**src/pkg/updown_reload_timer8_defines.vh**
```
`ifndef UPDOWN_RELOAD_TIMER8_DEFINES_VH
`define UPDOWN_RELOAD_TIMER8_DEFINES_VH

// bus geometry: register index is byte address divided by four
`define TMR_ADDR_W 20
`define TMR_IDX_W 18

// register indices
`define TMR_IDX_MODE 18'h0ffb4
`define TMR_IDX_COUNT 18'h0ffb5
`define TMR_IDX_CLKSTOP 18'h0fffa
`define TMR_IDX_IRQ_STATUS 18'h0ffc0
`define TMR_IDX_IRQ_ENABLE 18'h0ffc1
`define TMR_IDX_EDGE_SEL 18'h0ffc2

// reset values
`define TMR_RST_MODE 8'h18
`define TMR_RST_COUNT 8'h00
`define TMR_RST_RELOAD 8'h00
`define TMR_RST_CLKSTOP 8'hff

// register bit fields: mode, then clock-stop standby, interrupt flag and edge select
`define TMR_BIT_RELOAD_MODE 7
`define TMR_BIT_DIR_BY_PIN 6
`define TMR_BIT_DIR_SOFT 5
`define TMR_FIXED_ONES 2'b11
`define TMR_BIT_STANDBY 1
`define TMR_BIT_OVF 0
`define TMR_BIT_EDGE 0

// clock select codes
`define TMR_SEL_DIV8192 3'h0
`define TMR_SEL_DIV2048 3'h1
`define TMR_SEL_DIV512 3'h2
`define TMR_SEL_DIV64 3'h3
`define TMR_SEL_DIV16 3'h4
`define TMR_SEL_DIV4 3'h5
`define TMR_SEL_SUB4 3'h6
`define TMR_SEL_EVENT 3'h7

// prescaler tap widths: divide by two to the power of the width
`define TMR_PRE_W 13
`define TMR_TAP_8192 13
`define TMR_TAP_2048 11
`define TMR_TAP_512 9
`define TMR_TAP_64 6
`define TMR_TAP_16 4
`define TMR_TAP_4 2

// axi responses
`define TMR_RESP_OKAY 2'h0
`define TMR_RESP_SLVERR 2'h2

`endif

```
**src/updown_reload_timer8.v**
```verilog
// How it works
// - mode bit 7: 0 interval timing (reset), 1 auto-reload timing.
// - direction bits 6:5: 00 up (reset), 01 down; bit 6 set hands direction to pin.
// - pin-controlled direction: pin high counts down, pin low counts up.
// - mode bits 4 and 3 always read one; writes leave them unchanged.
// - clock select: /8192,/2048,/512,/64,/16,/4, subclock/4, event pin; reset 000.
// - event counting uses only rising or only falling pin edge per edge-select bit.
// - counter is written only through reload writes and returns its live value on every read.
// - wrap past ff or 00 sets overflow flag; interval wraps, auto-reload reloads.
// - counter and reload share one address: reads counter, writes reload.
// - every reload write also loads the counter at once; counting continues.
// - auto-reload reloads counter on each wrap, period 1 to 256 input clocks.
// - reset: mode 18, counter and reload 00.
// - clock-stop register bit 1 puts the timer into or out of standby; reset 1.
// - in sub power modes only subclock/4 or event source runs the counter.
// - standby bit 0 stops the timer, 1 (reset) lets it run.
// - overflow flag raises the interrupt only while its enable bit is one.
// - subclock/4 is resynchronised to the system clock, one-clock period error.
//
// The implementer's own choice: the AXI4-Lite register port.
`timescale 1ns/10ps
`include "updown_reload_timer8_defines.vh"

module updown_reload_timer8 (
    // clock and reset
    input wire aclk,
    input wire aresetn,
    // axi4-lite write address
    input wire [`TMR_ADDR_W-1:0] s_axi_awaddr,
    input wire [2:0] s_axi_awprot,
    input wire s_axi_awvalid,
    output wire s_axi_awready,
    // axi4-lite write data
    input wire [31:0] s_axi_wdata,
    input wire [3:0] s_axi_wstrb,
    input wire s_axi_wvalid,
    output wire s_axi_wready,
    // axi4-lite write response
    output reg [1:0] s_axi_bresp,
    output reg s_axi_bvalid,
    input wire s_axi_bready,
    // axi4-lite read address
    input wire [`TMR_ADDR_W-1:0] s_axi_araddr,
    input wire [2:0] s_axi_arprot,
    input wire s_axi_arvalid,
    output wire s_axi_arready,
    // axi4-lite read data
    output reg [31:0] s_axi_rdata,
    output reg [1:0] s_axi_rresp,
    output reg s_axi_rvalid,
    input wire s_axi_rready,
    // pins
    input wire event_input_pin,
    input wire count_direction_pin,
    // clock sources and power state
    input wire subclock_div4,
    input wire sub_power_mode,
    // interrupt
    output wire irq
);

    localparam [7:0] mode_reset = `TMR_RST_MODE;

    // mode register kept without the two fixed bits
    reg reload_mode_select;
    reg direction_by_pin;
    reg direction_soft_select;
    reg [2:0] clock_select;
    reg [7:0] timer_count_value;
    reg [7:0] timer_reload_value;
    reg [7:0] module_clock_stop_one;
    reg timer_overflow_request_flag;
    reg timer_interrupt_enable_bit;
    reg event_edge_select_bit;

    // bus holding state
    reg aw_held;
    reg w_held;
    reg [`TMR_IDX_W-1:0] aw_index;
    reg [7:0] w_byte;
    reg w_lane0;

    // direction pin synchroniser
    reg dir_meta;
    reg dir_sync;

    wire count_tick;
    wire [7:0] timer_mode_control;
    wire timer_standby_bit;
    wire do_write;
    wire wr_mode;
    wire wr_reload;
    wire wr_clkstop;
    wire wr_status;
    wire wr_enable;
    wire wr_edge;
    wire wr_mapped;
    wire [`TMR_IDX_W-1:0] ar_index;
    wire count_down;
    wire run;
    wire wrap;

    reg [7:0] next_count;
    reg [31:0] read_word;
    reg read_hit;

    // counting clock source
    count_clock_select clock_source (
        .aclk(aclk),
        .aresetn(aresetn),
        .clock_select(clock_select),
        .event_edge_select_bit(event_edge_select_bit),
        .sub_power_mode(sub_power_mode),
        .subclock_div4(subclock_div4),
        .event_input_pin(event_input_pin),
        .count_tick(count_tick)
    );

    // axi4-lite write side
    // address and data are taken in either order; one write in flight
    assign s_axi_awready = ~aw_held & ~s_axi_bvalid;
    assign s_axi_wready = ~w_held & ~s_axi_bvalid;
    assign do_write = aw_held & w_held & ~s_axi_bvalid;

    always @(posedge aclk) begin
        if (!aresetn) begin
            aw_held <= 1'b0;
            w_held <= 1'b0;
            aw_index <= {`TMR_IDX_W{1'b0}};
            w_byte <= 8'h00;
            w_lane0 <= 1'b0;
        end else begin
            if (s_axi_awvalid && s_axi_awready) begin
                aw_held <= 1'b1;
                aw_index <= s_axi_awaddr[`TMR_ADDR_W-1:2];
            end else if (do_write) begin
                aw_held <= 1'b0;
            end
            if (s_axi_wvalid && s_axi_wready) begin
                w_held <= 1'b1;
                w_byte <= s_axi_wdata[7:0];
                w_lane0 <= s_axi_wstrb[0];
            end else if (do_write) begin
                w_held <= 1'b0;
            end
        end
    end

    // registers are one byte wide; only lane 0 carries a write
    assign wr_mode = do_write && w_lane0 && aw_index == `TMR_IDX_MODE;
    assign wr_reload = do_write && w_lane0 && aw_index == `TMR_IDX_COUNT;
    assign wr_clkstop = do_write && w_lane0 && aw_index == `TMR_IDX_CLKSTOP;
    assign wr_status = do_write && w_lane0 && aw_index == `TMR_IDX_IRQ_STATUS;
    assign wr_enable = do_write && w_lane0 && aw_index == `TMR_IDX_IRQ_ENABLE;
    assign wr_edge = do_write && w_lane0 && aw_index == `TMR_IDX_EDGE_SEL;
    assign wr_mapped = aw_index == `TMR_IDX_MODE || aw_index == `TMR_IDX_COUNT
        || aw_index == `TMR_IDX_CLKSTOP || aw_index == `TMR_IDX_IRQ_STATUS
        || aw_index == `TMR_IDX_IRQ_ENABLE || aw_index == `TMR_IDX_EDGE_SEL;

    always @(posedge aclk) begin
        if (!aresetn) begin
            s_axi_bvalid <= 1'b0;
            s_axi_bresp <= `TMR_RESP_OKAY;
        end else if (do_write) begin
            s_axi_bvalid <= 1'b1;
            s_axi_bresp <= wr_mapped ? `TMR_RESP_OKAY : `TMR_RESP_SLVERR;
        end else if (s_axi_bready) begin
            s_axi_bvalid <= 1'b0;
        end
    end

    // control registers
    always @(posedge aclk) begin
        if (!aresetn) begin
            reload_mode_select <= mode_reset[`TMR_BIT_RELOAD_MODE];
            direction_by_pin <= mode_reset[`TMR_BIT_DIR_BY_PIN];
            direction_soft_select <= mode_reset[`TMR_BIT_DIR_SOFT];
            clock_select <= mode_reset[2:0];
            module_clock_stop_one <= `TMR_RST_CLKSTOP;
            timer_interrupt_enable_bit <= 1'b0;
            event_edge_select_bit <= 1'b0;
        end else begin
            if (wr_mode) begin
                // bits 4 and 3 are not stored, so writes cannot move them
                reload_mode_select <= w_byte[`TMR_BIT_RELOAD_MODE];
                direction_by_pin <= w_byte[`TMR_BIT_DIR_BY_PIN];
                direction_soft_select <= w_byte[`TMR_BIT_DIR_SOFT];
                clock_select <= w_byte[2:0];
            end
            if (wr_clkstop) begin
                module_clock_stop_one <= w_byte;
            end
            if (wr_enable) begin
                timer_interrupt_enable_bit <= w_byte[`TMR_BIT_OVF];
            end
            if (wr_edge) begin
                event_edge_select_bit <= w_byte[`TMR_BIT_EDGE];
            end
        end
    end

    assign timer_mode_control = {reload_mode_select, direction_by_pin, direction_soft_select,
        `TMR_FIXED_ONES, clock_select};
    assign timer_standby_bit = module_clock_stop_one[`TMR_BIT_STANDBY];

    // direction pin
    always @(posedge aclk) begin
        if (!aresetn) begin
            dir_meta <= 1'b0;
            dir_sync <= 1'b0;
        end else begin
            dir_meta <= count_direction_pin;
            dir_sync <= dir_meta;
        end
    end

    // pin high means down; soft bit ignored while pin has control
    assign count_down = direction_by_pin ? dir_sync : direction_soft_select;

    // counter
    // standby only freezes counting; registers stay reachable
    assign run = count_tick & timer_standby_bit;
    assign wrap = run && (count_down ? timer_count_value == 8'h00
        : timer_count_value == 8'hff);

    always @* begin
        next_count = timer_count_value;
        if (wrap) begin
            if (reload_mode_select) begin
                next_count = timer_reload_value;
            end else begin
                next_count = count_down ? 8'hff : 8'h00;
            end
        end else if (run) begin
            next_count = count_down ? timer_count_value - 8'h01 : timer_count_value + 8'h01;
        end
    end

    // a reload write beats a same-cycle tick; that tick is dropped
    always @(posedge aclk) begin
        if (!aresetn) begin
            timer_count_value <= `TMR_RST_COUNT;
            timer_reload_value <= `TMR_RST_RELOAD;
        end else if (wr_reload) begin
            timer_reload_value <= w_byte;
            timer_count_value <= w_byte;
        end else begin
            timer_count_value <= next_count;
        end
    end

    // interrupt flag: write one to clear, set beats clear
    always @(posedge aclk) begin
        if (!aresetn) begin
            timer_overflow_request_flag <= 1'b0;
        end else if (wrap) begin
            timer_overflow_request_flag <= 1'b1;
        end else if (wr_status && w_byte[`TMR_BIT_OVF]) begin
            timer_overflow_request_flag <= 1'b0;
        end
    end

    assign irq = timer_overflow_request_flag & timer_interrupt_enable_bit;

    // axi4-lite read side
    assign s_axi_arready = ~s_axi_rvalid;
    assign ar_index = s_axi_araddr[`TMR_ADDR_W-1:2];

    always @* begin
        read_word = 32'h0000_0000;
        read_hit = 1'b1;
        case (ar_index)
            `TMR_IDX_MODE: read_word[7:0] = timer_mode_control;
            `TMR_IDX_COUNT: read_word[7:0] = timer_count_value;
            `TMR_IDX_CLKSTOP: read_word[7:0] = module_clock_stop_one;
            `TMR_IDX_IRQ_STATUS: read_word[`TMR_BIT_OVF] = timer_overflow_request_flag;
            `TMR_IDX_IRQ_ENABLE: read_word[`TMR_BIT_OVF] = timer_interrupt_enable_bit;
            `TMR_IDX_EDGE_SEL: read_word[`TMR_BIT_EDGE] = event_edge_select_bit;
            default: read_hit = 1'b0;
        endcase
    end

    always @(posedge aclk) begin
        if (!aresetn) begin
            s_axi_rvalid <= 1'b0;
            s_axi_rdata <= 32'h0000_0000;
            s_axi_rresp <= `TMR_RESP_OKAY;
        end else if (s_axi_arvalid && s_axi_arready) begin
            s_axi_rvalid <= 1'b1;
            s_axi_rdata <= read_word;
            s_axi_rresp <= read_hit ? `TMR_RESP_OKAY : `TMR_RESP_SLVERR;
        end else if (s_axi_rready) begin
            s_axi_rvalid <= 1'b0;
        end
    end

endmodule // updown_reload_timer8

```
**src/count_clock_select.v**
```verilog
`timescale 1ns/10ps
`include "updown_reload_timer8_defines.vh"

module count_clock_select (
    // clock and reset
    input wire aclk,
    input wire aresetn,
    // control
    input wire [2:0] clock_select,
    input wire event_edge_select_bit,
    input wire sub_power_mode,
    // asynchronous sources
    input wire subclock_div4,
    input wire event_input_pin,
    // one-cycle count enable
    output reg count_tick
);

    reg [`TMR_PRE_W-1:0] prescale;
    reg sub_meta, sub_sync, sub_last;
    reg evt_meta, evt_sync, evt_last;
    reg next_tick;
    wire sub_rise;
    wire evt_rise;
    wire evt_fall;

    // free-running divider of the system clock
    always @(posedge aclk) begin
        if (!aresetn) begin
            prescale <= {`TMR_PRE_W{1'b0}};
        end else begin
            prescale <= prescale + {{(`TMR_PRE_W-1){1'b0}}, 1'b1};
        end
    end

    // subclock edge retimed to aclk; costs up to one aclk of period error
    // event pin retimed the same way so one domain remains
    always @(posedge aclk) begin
        if (!aresetn) begin
            sub_meta <= 1'b0;
            sub_sync <= 1'b0;
            sub_last <= 1'b0;
            evt_meta <= 1'b0;
            evt_sync <= 1'b0;
            evt_last <= 1'b0;
        end else begin
            sub_meta <= subclock_div4;
            sub_sync <= sub_meta;
            sub_last <= sub_sync;
            evt_meta <= event_input_pin;
            evt_sync <= evt_meta;
            evt_last <= evt_sync;
        end
    end

    assign sub_rise = sub_sync & ~sub_last;
    assign evt_rise = evt_sync & ~evt_last;
    assign evt_fall = ~evt_sync & evt_last;

    // tap fires once per period when its low bits are all ones
    always @* begin
        next_tick = 1'b0;
        case (clock_select)
            `TMR_SEL_DIV8192: next_tick = &prescale[`TMR_TAP_8192-1:0];
            `TMR_SEL_DIV2048: next_tick = &prescale[`TMR_TAP_2048-1:0];
            `TMR_SEL_DIV512: next_tick = &prescale[`TMR_TAP_512-1:0];
            `TMR_SEL_DIV64: next_tick = &prescale[`TMR_TAP_64-1:0];
            `TMR_SEL_DIV16: next_tick = &prescale[`TMR_TAP_16-1:0];
            `TMR_SEL_DIV4: next_tick = &prescale[`TMR_TAP_4-1:0];
            `TMR_SEL_SUB4: next_tick = sub_rise;
            `TMR_SEL_EVENT: next_tick = event_edge_select_bit ? evt_rise : evt_fall;
            default: next_tick = 1'b0;
        endcase
        // system-clock taps are dead in sub power modes
        if (sub_power_mode && clock_select != `TMR_SEL_SUB4 && clock_select != `TMR_SEL_EVENT) begin
            next_tick = 1'b0;
        end
    end

    always @(posedge aclk) begin
        if (!aresetn) begin
            count_tick <= 1'b0;
        end else begin
            count_tick <= next_tick;
        end
    end

endmodule // count_clock_select

```
**config.mk**
```make
export PLATFORM = sky130hd
export DESIGN_NAME = updown_reload_timer8
export DESIGN_NICKNAME = d
export VERILOG_FILES = /design/src/updown_reload_timer8.v /design/src/count_clock_select.v
export VERILOG_INCLUDE_DIRS = /design/src /design/src/pkg
export SDC_FILE = /design/constraint.sdc
export NUM_CORES = 1
export LEC_CHECK = 0
export ABC_CLOCK_PERIOD_IN_PS = 3750
export BUFFER_PORTS_ARGS = -buffer_cell sky130_fd_sc_hd__buf_2
export CORE_MARGIN = 2
export CORE_UTILIZATION = 37
export CTS_BUF_LIST = sky130_fd_sc_hd__clkbuf_2
export CTS_CLUSTER_DIAMETER = 60
export DETAILED_ROUTE_END_ITERATION = 8
export MAX_ROUTING_LAYER = met4
export PLACE_DENSITY = 0.62
export REMOVE_ABC_BUFFERS = 1
export SYNTH_ARGS = -nofsm -noshare
export SYNTH_HDL_FRONTEND = slang
export SYNTH_HIERARCHICAL = 1
export SYNTH_SLANG_ARGS = --single-unit
```
**constraint.sdc**
```tcl
create_clock -name aclk -period 3.75 [get_ports aclk]
set_clock_uncertainty 0.05 [all_clocks]
set_input_delay 0.5625 -clock aclk [delete_from_list [all_inputs] [get_ports aclk]]
set_output_delay 0.5625 -clock aclk [all_outputs]
set_load 0.05 [all_outputs]
```
==> results of run 1 <==
==> sequential cells by signal (all words and copies together) (netlist names), 3 cells and up <==
signal                 count
clock_source/prescale     13
timer_reload_value         8
module_clock_stop_one      8
timer_count_value          8
clock_select               3
s_axi_rdata                8
w_byte                     8
aw_index                  18
==> worst reg2reg max path, stage by stage (launching register included) <==
cell and delay, ps:
dfxtp_1 410, or4b_2 710, nor4_4 340, and2_0 740
nand2_1 220, a21oi_1 190
==> logic make-up after synthesis <==
logic type | Yosys count | synth area share, %
AO/OA/AOI/OAI | 119 | 15.67
XOR/XNOR | 13 | 2.341
other | 1 | 0.07711
flip-flops | 96 | 39.52
buffers and inverters | 69 | 8.181
multiplexers | 20 | 4.322
adder cells (fa/ha/maj) | 9 | 2.470
AND/OR/NAND/NOR | 257 | 27.43
==> cells in the final DEF, fill, tap and decap left out, types with 3 or more instances in the layout <==
cell	count
nand3_1	12
or3_1	3
nor2b_1	5
and3_1	4
nand2_1	109
nand4b_1	5
nand2b_1	6
nor2_1	32
mux2i_1	15
nand4_1	15
dfxtp_1	96
a21oi_1	50
and2_1	25
o21ai_0	21
nor3_1	8
a31oi_1	4
xnor2_1	8
a221oi_1	11
xor2_1	5
mux2_2	4
inv_1	19
buf_2	71
o32ai_1	5
nor4_1	7
ha_1	8
clkbuf_2	9
conb_1	26
nand3b_1	5
a211oi_1	9
o211ai_1	3
==> worst max-delay path by stage <==
stage	start	end	slack, ps	cells after the start
after floorplan	s_axi_bvalid	aw_index[0]	1530	4
after global placement	aw_index[6]	timer_count_value[2]	1240	5
after detailed placement	aw_index[6]	timer_reload_value[2]	1140	5
after CTS	aw_index[6]	timer_reload_value[2]	1050	5
after global routing	aw_index[6]	timer_count_value[3]	820	5
final	aw_index[6]	timer_reload_value[2]	1020	5
==> cell usage after synthesis (all sizes together) (6+ instances only) <==
master	count
nor2	32
a211oi	9
nor3	9
mux2i	15
a21oi	50
and2	27
xnor2	8
nand2b	6
nand4	15
dfxtp	96
nor4	8
o32ai	6
o21ai	21
a221oi	11
buf	32
inv	19
nand3	13
nand2	109
ha	8
clkbuf	18
==> cell type report <==
type,count,share of cell area (%)
clock buffers,9,0.8489
clock inverters,7,0.8489
inverters,19,1.344
multi-input cells,444,49.71
flip-flops and latches,96,36.22
well taps,172,4.056
repair buffers,73,6.979
==> stage by stage <==
stage / total power, W / hold slack [ps] / instances / util [%]
6_report: 0.001792 / 107.0 / 820 / 41.71
5_1_grt: 0.001885 / 54.71 / 820 / 41.71
4_1_cts: 0.001815 / 41.11 / 820 / 41.71
3_5_place_dp: 0.001370 / 370.3 / 804 / 41.00
3_3_place_gp: 0.001365 / 366.5 / 804 / 41.00
2_1_floorplan: 0.001286 / 361.8 / 559 / -
==> power by group <==
group / internal, W / switching [W]
clock: 0.0000862 / 0.000355
sequential: 0.00106 / 0.0000344
combinational: 0.0000690 / 0.000187
total: 0.00122 / 0.000577
==> metal layers <==
metal / vias up / wire [microns] / track usage, %
met4: 0 / 146 / 5.134
met1: 1931 / 5597 / 23.72
met5: - / 0 / -
met2: 121 / 5134 / 25.72
li1: 2128 / - / -
met3: 10 / 693 / 3.764
==> results.py, run 1 <==
metrics = {
    "outcome": {
        "status": "complete, no violations",
    },
    "sta": {
        "fin_ws_ps": 1018,
        "maxSlewViolCount": 0,
        "finalCritPeriodShare_pct": 72.86,
        "fin_tns_setup_ps": 0,
        "worst_pin_slew_ps": 831.6,
        "layout_min_cycle_time_ps": 2732,
        "rsz0062_at_grt": "no",
        "timing.fmax_mhz": 366.0,
        "hold_viol": 0,
        "maxSlewHeadroom_pct": 44.53,
        "setup_viol": 0,
    },
    "synth": {
        "synth_seq_cells": 96,
        "async_flop_share_pct": 0,
        "yosysWarningCount": 6,
        "avgSynthCellArea_sq_um": 8.328,
        "synth_top_cell_by_area": "dfxtp_1",
        "ys.flop_type": "dfxtp_1",
        "ys_top_cells_by_area": "dfxtp_1 40%, nand2_1 8.4%, a21oi_1 5.1%",
        "synth-edff-count": 0,
        "ys_types": 62,
        "synth_top_area_share_pct": 39.52,
        "netlist_area_sq_um": 4863,
        "synthCells": 584,
        "synth_seq_area_share_pct": 39.52,
    },
    "pwr": {
        "power_density_nw_per_um2": 337.7,
        "p_leak_nw": 2.141,
        "ir_drop_uv": 179.1,
    },
    "global_route": {
        "grt_first_pass_wirelength_mm": 19.47,
        "grt_pass1_vias": 3998,
        "overflow": 0,
        "antenna_found_initial": 0,
        "grt_use_total_pct": 17.37,
        "grt_max_degree": 58,
    },
    "placed_design": {
        "pre_cts_ws_ps": 1137,
        "io_buffers": 71,
        "hpwl_mm": 8.339,
        "dpl_cell_area_sq_um": 5216,
        "place_congestion": 0.8980,
    },
    "cells_and_area": {
        "drive_gt1_share_pct": 16.20,
        "multiInputGateArea_sq_um": 2638,
        "area_growth_pct": 9.107,
        "diodes": 0,
        "design_area_sq_um": 5306,
        "nNetsFinal": 745,
        "nFillCells": 1326,
        "seq_area_sq_um": 1922,
    },
    "floorplan": {
        "dieArea_sq_um": 14080,
        "rows": 41,
        "ios": 135,
        "start_util_pct": 38.23,
        "core-area_sq_um": 12720,
        "die_x_microns": 118.7,
        "fp.dieH_microns": 118.7,
    },
    "clock_network": {
        "htreeDepth": 3,
        "hold_buffers": 0,
        "cts_root_buffer": "clkbuf_2",
        "clock-sinks": 96,
        "clockBufferDepth": 2,
        "clk_pin_slew_worst_paths_ps": 270,
        "cts_tree": "yes",
        "cts_resized": 0,
        "clock_latency_ps": 570,
        "cts_setup_buffers": 0,
        "cts_buffers": 9,
    },
    "job": {
        "maxCapViolCount": 0,
    },
    "worst_setup_path": {
        "cpPeakStageDelay_ps": 730,
        "worstPathArrival_ps": 3170,
        "worstSetupEndpointType": "flip-flop",
        "reg2reg_from": "aw_index[6]",
        "path_cells": "or4b_2 -> nor4_4 -> and2_0 -> nand2_1 -> a21oi_1",
        "cpMaxStageDelayCell": "and2_0",
        "cp_max_fo": 14,
        "critPathTopFamily": "simple AND/OR/NAND/NOR gates",
        "timing.setup.critical_path_class": "reg2reg",
        "r2r-end": "timer_reload_value[2]",
        "cp_num_buf_inv": 0,
        "reg2regPathDepth": 5,
        "ff2ff_setup_slack_ps": 1020,
        "cp-start-kind": "flip-flop",
        "worst_ep_required_time_ps": 4190,
    },
    "route": {
        "wire_per_inst_microns": 14.11,
        "drcViolationCount": 0,
        "num_vias": 4190,
        "avgViaCountPerCell": 5.110,
        "drt_iter0_drc": 226,
        "firstDrtPassIters": 5,
        "ant_nets": 0,
        "drt_wl_total_mm": 11.57,
    },
    "hold_path": {
        "min_from": "s_axi_rready",
        "worstHoldPathCells": 2,
        "hp-class": "in2reg",
        "holdPathEnd": "s_axi_rvalid",
    },
}
(Power assumes the default switching activity.)
==> run 2, diff against run 1 <==
Settings changed: ABC_AREA from default to 1, ABC_CLOCK_PERIOD_IN_PS 3750 to 2800, PLACE_DENSITY 0.62 to 0.61.
Clock period 3.75 ns to 2.8 ns, I/O delays scaled along.
==> run 2 against run 1 <==
Non-clock buffer count up 7. Via count grew 13%. Wire length grew 1.3%. Maximum frequency grew 26%. Total power rose by 37%. Hold slack got worse by 65 ps.
==> results.py, run 2 <==
metrics = {
    "outcome": {
        "status": "complete, no violations",
    },
    "synth": {
        "synthCells": 751,
        "synth_top_cell_by_area": "dfxtp_1",
        "avgSynthCellArea_sq_um": 6.851,
        "synth_seq_cells": 96,
        "async_flop_share_pct": 0,
        "synth.most_common_cell": "nand2_1",
        "synthTopCellsByCount": "181 x nand2_1, 96 x dfxtp_1, 93 x nor2_1",
        "synth-edff-count": 0,
        "netlist_area_sq_um": 5145,
        "ys_top_cells_by_area": "dfxtp_1 37%, nand2_1 13%, nand3_1 7.2%",
        "ys.flop_type": "dfxtp_1",
        "synth_top_area_share_pct": 37.35,
        "ys_types": 44,
        "yosysWarningCount": 6,
        "synth_seq_area_share_pct": 37.35,
    },
    "route": {
        "drt_iter0_drc": 216,
        "drt_wl_total_mm": 11.73,
        "num_vias": 4747,
        "firstDrtPassIters": 5,
        "drcViolationCount": 0,
        "avgViaCountPerCell": 4.705,
        "wire_per_inst_microns": 11.62,
        "ant_nets": 0,
    },
    "cells_and_area": {
        "drive_gt1_share_pct": 15.70,
        "largest_reg_flops": 18,
        "nFillCells": 1532,
        "layoutNonFillerInstCount": 1009,
        "area_growth_pct": 11.21,
        "final_util_pct": 41.71,
        "layout_commonest_cell": "nand2_1",
        "largest-register": "aw_index",
        "nNetsFinal": 925,
        "layout_common_cells": "181 x nand2_1, 96 x dfxtp_1, 93 x nor2_1, 75 x inv_1, 74 x nand3_1",
        "reg_top3": "aw_index: 18 flops, clock_source/prescale: 13 flops",
    },
    "clock_network": {
        "cts_root_buffer": "clkbuf_2",
        "cts_buffers": 9,
        "clock-sinks": 96,
        "clockBufferDepth": 2,
        "htreeDepth": 3,
        "cts_tree": "yes",
        "clock_latency_ps": 560,
        "hold_buffers": 5,
        "clk_pin_slew_worst_paths_ps": 250,
        "cts_resized": 0,
        "cts_setup_buffers": 0,
    },
    "sta": {
        "maxSlewViolCount": 0,
        "rsz0062_at_grt": "no",
        "worst_pin_slew_ps": 594.0,
        "finalCritPeriodShare_pct": 77.23,
        "fin_tns_setup_ps": 0,
        "timing.fmax_mhz": 462.4,
        "setup_viol": 0,
        "hold_viol": 0,
        "layout_min_cycle_time_ps": 2162,
        "maxSlewHeadroom_pct": 60.31,
        "hold-worst-slack_ps": 41.73,
    },
    "worst_setup_path": {
        "path_cells": "inv_2 -> nand2_1 -> nand2_2 -> ha_1 -> or2_2 -> nand3_1 -> nand3_1 -> nand2_1 -> nand2_1 -> nand2_1 -> nand2_1 -> a21oi_1",
        "r2r-end": "timer_count_value[7]",
        "cpMaxStageDelayCell": "dfxtp_1",
        "cp-start-kind": "flip-flop",
        "reg2regPathDepth": 12,
        "cpPeakStageDelay_ps": 440,
        "worstPathArrival_ps": 2620,
        "path_common_cell": "nand2_1",
        "worstSetupEndpointType": "flip-flop",
        "critPathTopFamily": "simple AND/OR/NAND/NOR gates",
        "reg2reg_from": "direction_by_pin",
        "timing.setup.critical_path_class": "reg2reg",
        "cp-startpoint": "direction_by_pin",
        "cp_num_buf_inv": 1,
        "cp_max_fo": 13,
        "ff2ff_setup_slack_ps": 640,
        "worst_ep_required_time_ps": 3260,
    },
    "floorplan": {
        "dieArea_sq_um": 14860,
        "start_util_pct": 37.50,
        "fp.dieH_microns": 121.9,
        "core-area_sq_um": 13720,
        "rows": 43,
        "ios": 135,
        "die_x_microns": 121.9,
    },
    "pwr": {
        "combPwrFrac_pct": 13.5,
        "swShare_pct": 29.96,
        "p_leak_nw": 2.640,
        "power_switching_w": 0.0007342,
        "power_w": 0.002451,
        "power_density_nw_per_um2": 428.4,
        "p_seq_share_pct": 59.7,
        "power.internal_w": 0.001717,
        "p_clk_share_pct": 26.8,
        "ir_drop_uv": 190.2,
    },
    "placed_design": {
        "place_congestion": 0.8313,
        "dp.cells": 987,
        "hpwl_mm": 8.790,
        "io_buffers": 71,
    },
    "hold_path": {
        "worstHoldPathCells": 3,
        "min_from": "s_axi_wdata[7]",
        "hp-class": "in2reg",
        "holdPathEnd": "w_byte[7]",
    },
    "global_route": {
        "overflow": 0,
        "grt_pass1_vias": 4256,
        "grt_max_degree": 41,
        "antenna_found_initial": 1,
        "grt_use_total_pct": 16.79,
        "grt_first_pass_wirelength_mm": 19.57,
    },
    "job": {
        "maxCapViolCount": 0,
    },
}
[run 2: changes by cell type after synthesis, sizes merged, moves of 6 or more]
cell,change
xnor2,-6
nand2,+79
o21ai,+26
nand3,+67
inv,+63
a221oi,-11
clkbuf,-7
nor2,+72
and2,-27
a211oi,-8
o32ai,-6
mux2i,-11
nand2b,-6
[run 2: worst max-delay path by stage]
| stage | endpoint | slack (ps) | cells past startpoint |
|---|---|---|---|
| after detailed placement | timer_count_value[7] | 680 | 13 |
| after floorplan | aw_index[10] | 380 | 5 |
| after global routing | timer_count_value[7] | 470 | 12 |
| after global placement | timer_count_value[5] | 680 | 13 |
| final | timer_count_value[7] | 640 | 12 |
| after CTS | timer_count_value[7] | 640 | 13 |
[run 2: through the flow]
step / setup slack, ps / area (sq um)
detailed placement: 677.0 / 5567
finish: 637.5 / 5722
global route: 467.3 / 5722
global placement: 678.8 / 5567
floorplan: 378.9 / 4956
CTS: 638.8 / 5719
[run 2: worst reg2reg max path, stage by stage, from the launching register on]
cell	delay [ps]
dfxtp_1	440
inv_2	60
nand2_1	90
nand2_2	200
ha_1	390
or2_2	330
nand3_1	110
nand3_1	80
nand2_1	90
nand2_1	60
nand2_1	60
nand2_1	50
a21oi_1	110
[run 2: cell families after synthesis]
| logic type | synth area share (%) |
|---|---|
| fa+ha+maj | 2.335 |
| compound gates | 10.70 |
| buf+inv | 11.70 |
| mux | 0.7782 |
| other cells | 0.07289 |
| xor+xnor | 0.5108 |
| flops | 37.35 |
| simple gates | 36.55 |
[run 2: power by group through the flow]
| stage | clock, W | combinational (W) | sequential, W |
|---|---|---|---|
| 6_report | 0.000658 | 0.000331 | 0.00146 |
| 5_1_grt | 0.000745 | 0.000371 | 0.00147 |
| 4_1_cts | 0.000680 | 0.000334 | 0.00146 |
| 3_5_place_dp | 0 | 0.000329 | 0.00149 |
| 3_3_place_gp | 0 | 0.000326 | 0.00149 |
| 2_1_floorplan | 0 | 0.000220 | 0.00149 |
[run 2: area by class of cell]
class	instances	area, sq um	area share [%]
Sequential cell	96	1922	33.59
Clock inverter	5	47.55	0.8310
Multi-Input combinational cell	552	2715	47.45
Clock buffer	11	55.05	0.9622
Inverter	84	319.1	5.576
Antenna cell	1	2.502	0.04373
Timing Repair Buffer	80	435.4	7.610
Tap cell	180	225.2	3.936
[run 2: metal layers]
| layer | GRT usage (%) | part of all wire [%] | up-vias |
|---|---|---|---|
| met5 | - | 0 | - |
| met4 | 6.968 | 2.0 | 0 |
| met3 | 2.434 | 2.6 | 18 |
| met2 | 27.37 | 49 | 69 |
| met1 | 20.84 | 47 | 2140 |
| li1 | - | - | 2520 |
==> run 3, diff against run 2 <==
Settings changed: ABC_CLOCK_PERIOD_IN_PS 2800 to 1750, PLACE_DENSITY 0.61 to 0.64.
Clock period 2.8 ns to 1.75 ns, I/O delays scaled along.
==> run 3 against run 2 <==
Critical endpoint is now timer_count_value[4]. First-iteration DRC count is 2.8% higher. Die area unchanged. Sequential share of layout area down 4.2 points. Cell area is 16% higher. Wire length increased by 8.2%. Largest power group unchanged. Maximum frequency rose by 21%. The run now ends with negative setup slack left. Via count grew 6.7%. Largest cell class unchanged. Count of clock-buffer cells in the layout fell by 2. Highest routed layer unchanged.
==> results.py, run 3 (synthesis gave the netlist of run 2 again) <==
metrics = {
    "sta": {
        "timing.fmax_mhz": 559.9,
        "hold-worst-slack_ps": 65.84,
        "finalCritPeriodShare_pct": 102.1,
        "fin_ws_ps": -35.93,
        "layout_min_cycle_time_ps": 1786,
        "maxSlewViolCount": 0,
        "hold_viol": 0,
        "setup_viol": 2,
        "rsz0062_at_grt": "yes",
    },
    "floorplan": {
        "dieArea_sq_um": 14860,
        "fp.dieH_microns": 121.9,
        "core-area_sq_um": 13720,
        "die_x_microns": 121.9,
        "start_util_pct": 37.50,
        "rows": 43,
        "ios": 135,
    },
    "cells_and_area": {
        "design_area_sq_um": 6618,
        "seq_area_sq_um": 1946,
        "final_util_pct": 48.24,
        "layout_commonest_cell": "nand2_1",
        "drive_gt1_share_pct": 23.75,
        "diodes": 0,
        "layout_common_cells": "173 x nand2_1, 90 x nor2_1, 81 x dfxtp_1, 73 x inv_1, 72 x nand3_1",
        "largest-register": "aw_index",
        "reg_top3": "aw_index: 18 flops, clock_source/prescale: 13 flops",
        "multiInputGateArea_sq_um": 2910,
        "largest_reg_flops": 18,
        "nNetsFinal": 998,
        "nFillCells": 1379,
        "area_growth_pct": 28.62,
    },
    "worst_setup_path": {
        "path_common_cell": "nand2_1",
        "cpMaxStageDelayCell": "dfxtp_4",
        "timing.setup.critical_path_class": "reg2reg",
        "cp_max_fo": 4,
        "ff2ff_setup_slack_ps": -40,
        "worstSetupEndpointType": "flip-flop",
        "cpPeakStageDelay_ps": 420,
        "critPathTopFamily": "simple AND/OR/NAND/NOR gates",
        "worst_ep_required_time_ps": 2200,
        "worstPathArrival_ps": 2230,
        "cp-start-kind": "flip-flop",
        "reg2regPathDepth": 14,
        "path_cells": "inv_4 -> nand2_8 -> nand2_4 -> inv_4 -> fa_2 -> inv_2 -> nand2_2 -> nand2_2 -> nand2_1 -> xnor2_1 -> nand2_1 -> nand2_1 -> a21oi_2 -> nor2_1",
        "cp.depth": 14,
        "cp_num_buf_inv": 3,
    },
    "clock_network": {
        "clock_latency_ps": 570,
        "clockBufferDepth": 2,
        "clock-sinks": 96,
        "htreeDepth": 3,
        "cts_root_buffer": "clkbuf_2",
        "clk_pin_slew_worst_paths_ps": 280,
        "cts_buffers": 9,
        "cts_tree": "yes",
    },
    "pwr": {
        "ir_drop_uv": 355.3,
        "power_density_nw_per_um2": 632.6,
        "power_w": 0.004186,
        "p_leak_nw": 3.042,
    },
    "route": {
        "num_vias": 5063,
        "drt_wl_total_mm": 12.68,
        "drcViolationCount": 0,
        "avgViaCountPerCell": 4.684,
        "drt_iter0_drc": 222,
        "ant_nets": 0,
        "firstDrtPassIters": 5,
        "wire_per_inst_microns": 11.73,
    },
    "hold_path": {
        "worstHoldPathCells": 3,
        "hp-class": "in2reg",
    },
    "global_route": {
        "grt_first_pass_wirelength_mm": 21.46,
        "grt_pass1_vias": 4783,
        "antenna_found_initial": 0,
        "grt_use_total_pct": 18.46,
        "grt_max_degree": 38,
        "overflow": 0,
    },
    "placed_design": {
        "io_buffers": 71,
        "dpl_cell_area_sq_um": 5809,
        "place_congestion": 0.8323,
        "hpwl_mm": 9.035,
        "pre_cts_ws_ps": -211.2,
    },
    "job": {
        "maxCapViolCount": 0,
    },
    "outcome": {
        "status": "complete, but fails checks",
        "violations": "negative setup slack",
    },
}
-- run 3: layout make-up --
type	count	share of cell area, %
multi-input cells	555	43.98
flip-flops and latches	96	29.40
repair buffers	150	16.22
inverters	84	4.897
well taps	180	3.403
clock inverters	7	1.418
clock buffers	9	0.6807
-- run 3: worst register-to-register path: stages, from the launching register on --
cell,delay (ps)
dfxtp_4,420
inv_4,80
nand2_8,70
nand2_4,90
inv_4,40
fa_2,360
inv_2,60
nand2_2,50
nand2_2,50
nand2_1,60
xnor2_1,120
nand2_1,70
nand2_1,60
a21oi_2,110
nor2_1,40
-- run 3: power breakdown --
group	leakage, nW	switching, W	internal, W	total, W
logic	2.17	0.000402	0.000202	0.000604
clock network	0.0799	0.000766	0.000472	0.00124
registers	0.790	0.0000663	0.00228	0.00234
-- run 3: final timing paths --
path,start,endpoint
setup / recovery,direction_by_pin,timer_count_value[4]
hold / removal,s_axi_awvalid,aw_held
setup reg to reg,direction_by_pin,timer_count_value[4]
hold reg to reg,clock_source/sub_meta,clock_source/sub_sync
-- run 3: layer usage --
layer	up-vias	GRT usage, %	routed length (microns)
met5	-	-	0
li1	2677	-	-
met3	21	2.341	410
met4	0	7.040	265
met1	2267	21.42	5589
met2	98	32.47	6418
-- run 3: stage by stage --
step           instances  TNS [ps]
6_report            1081    -60.26
2_1_floorplan        732    -15860
4_1_cts             1069    -21.56
3_5_place_dp        1016    -943.3
3_3_place_gp        1016    -775.9
5_1_grt             1081    -575.4
-- run 3: what timing repair did --
item                       CTS  global route
buffers inserted             2            10
setup endpoints to repair    7            12
gates cloned                 1             2
pin swaps                    1            16
hold buffers                34             0
resized for setup           15            45
hold endpoints to repair    37             0
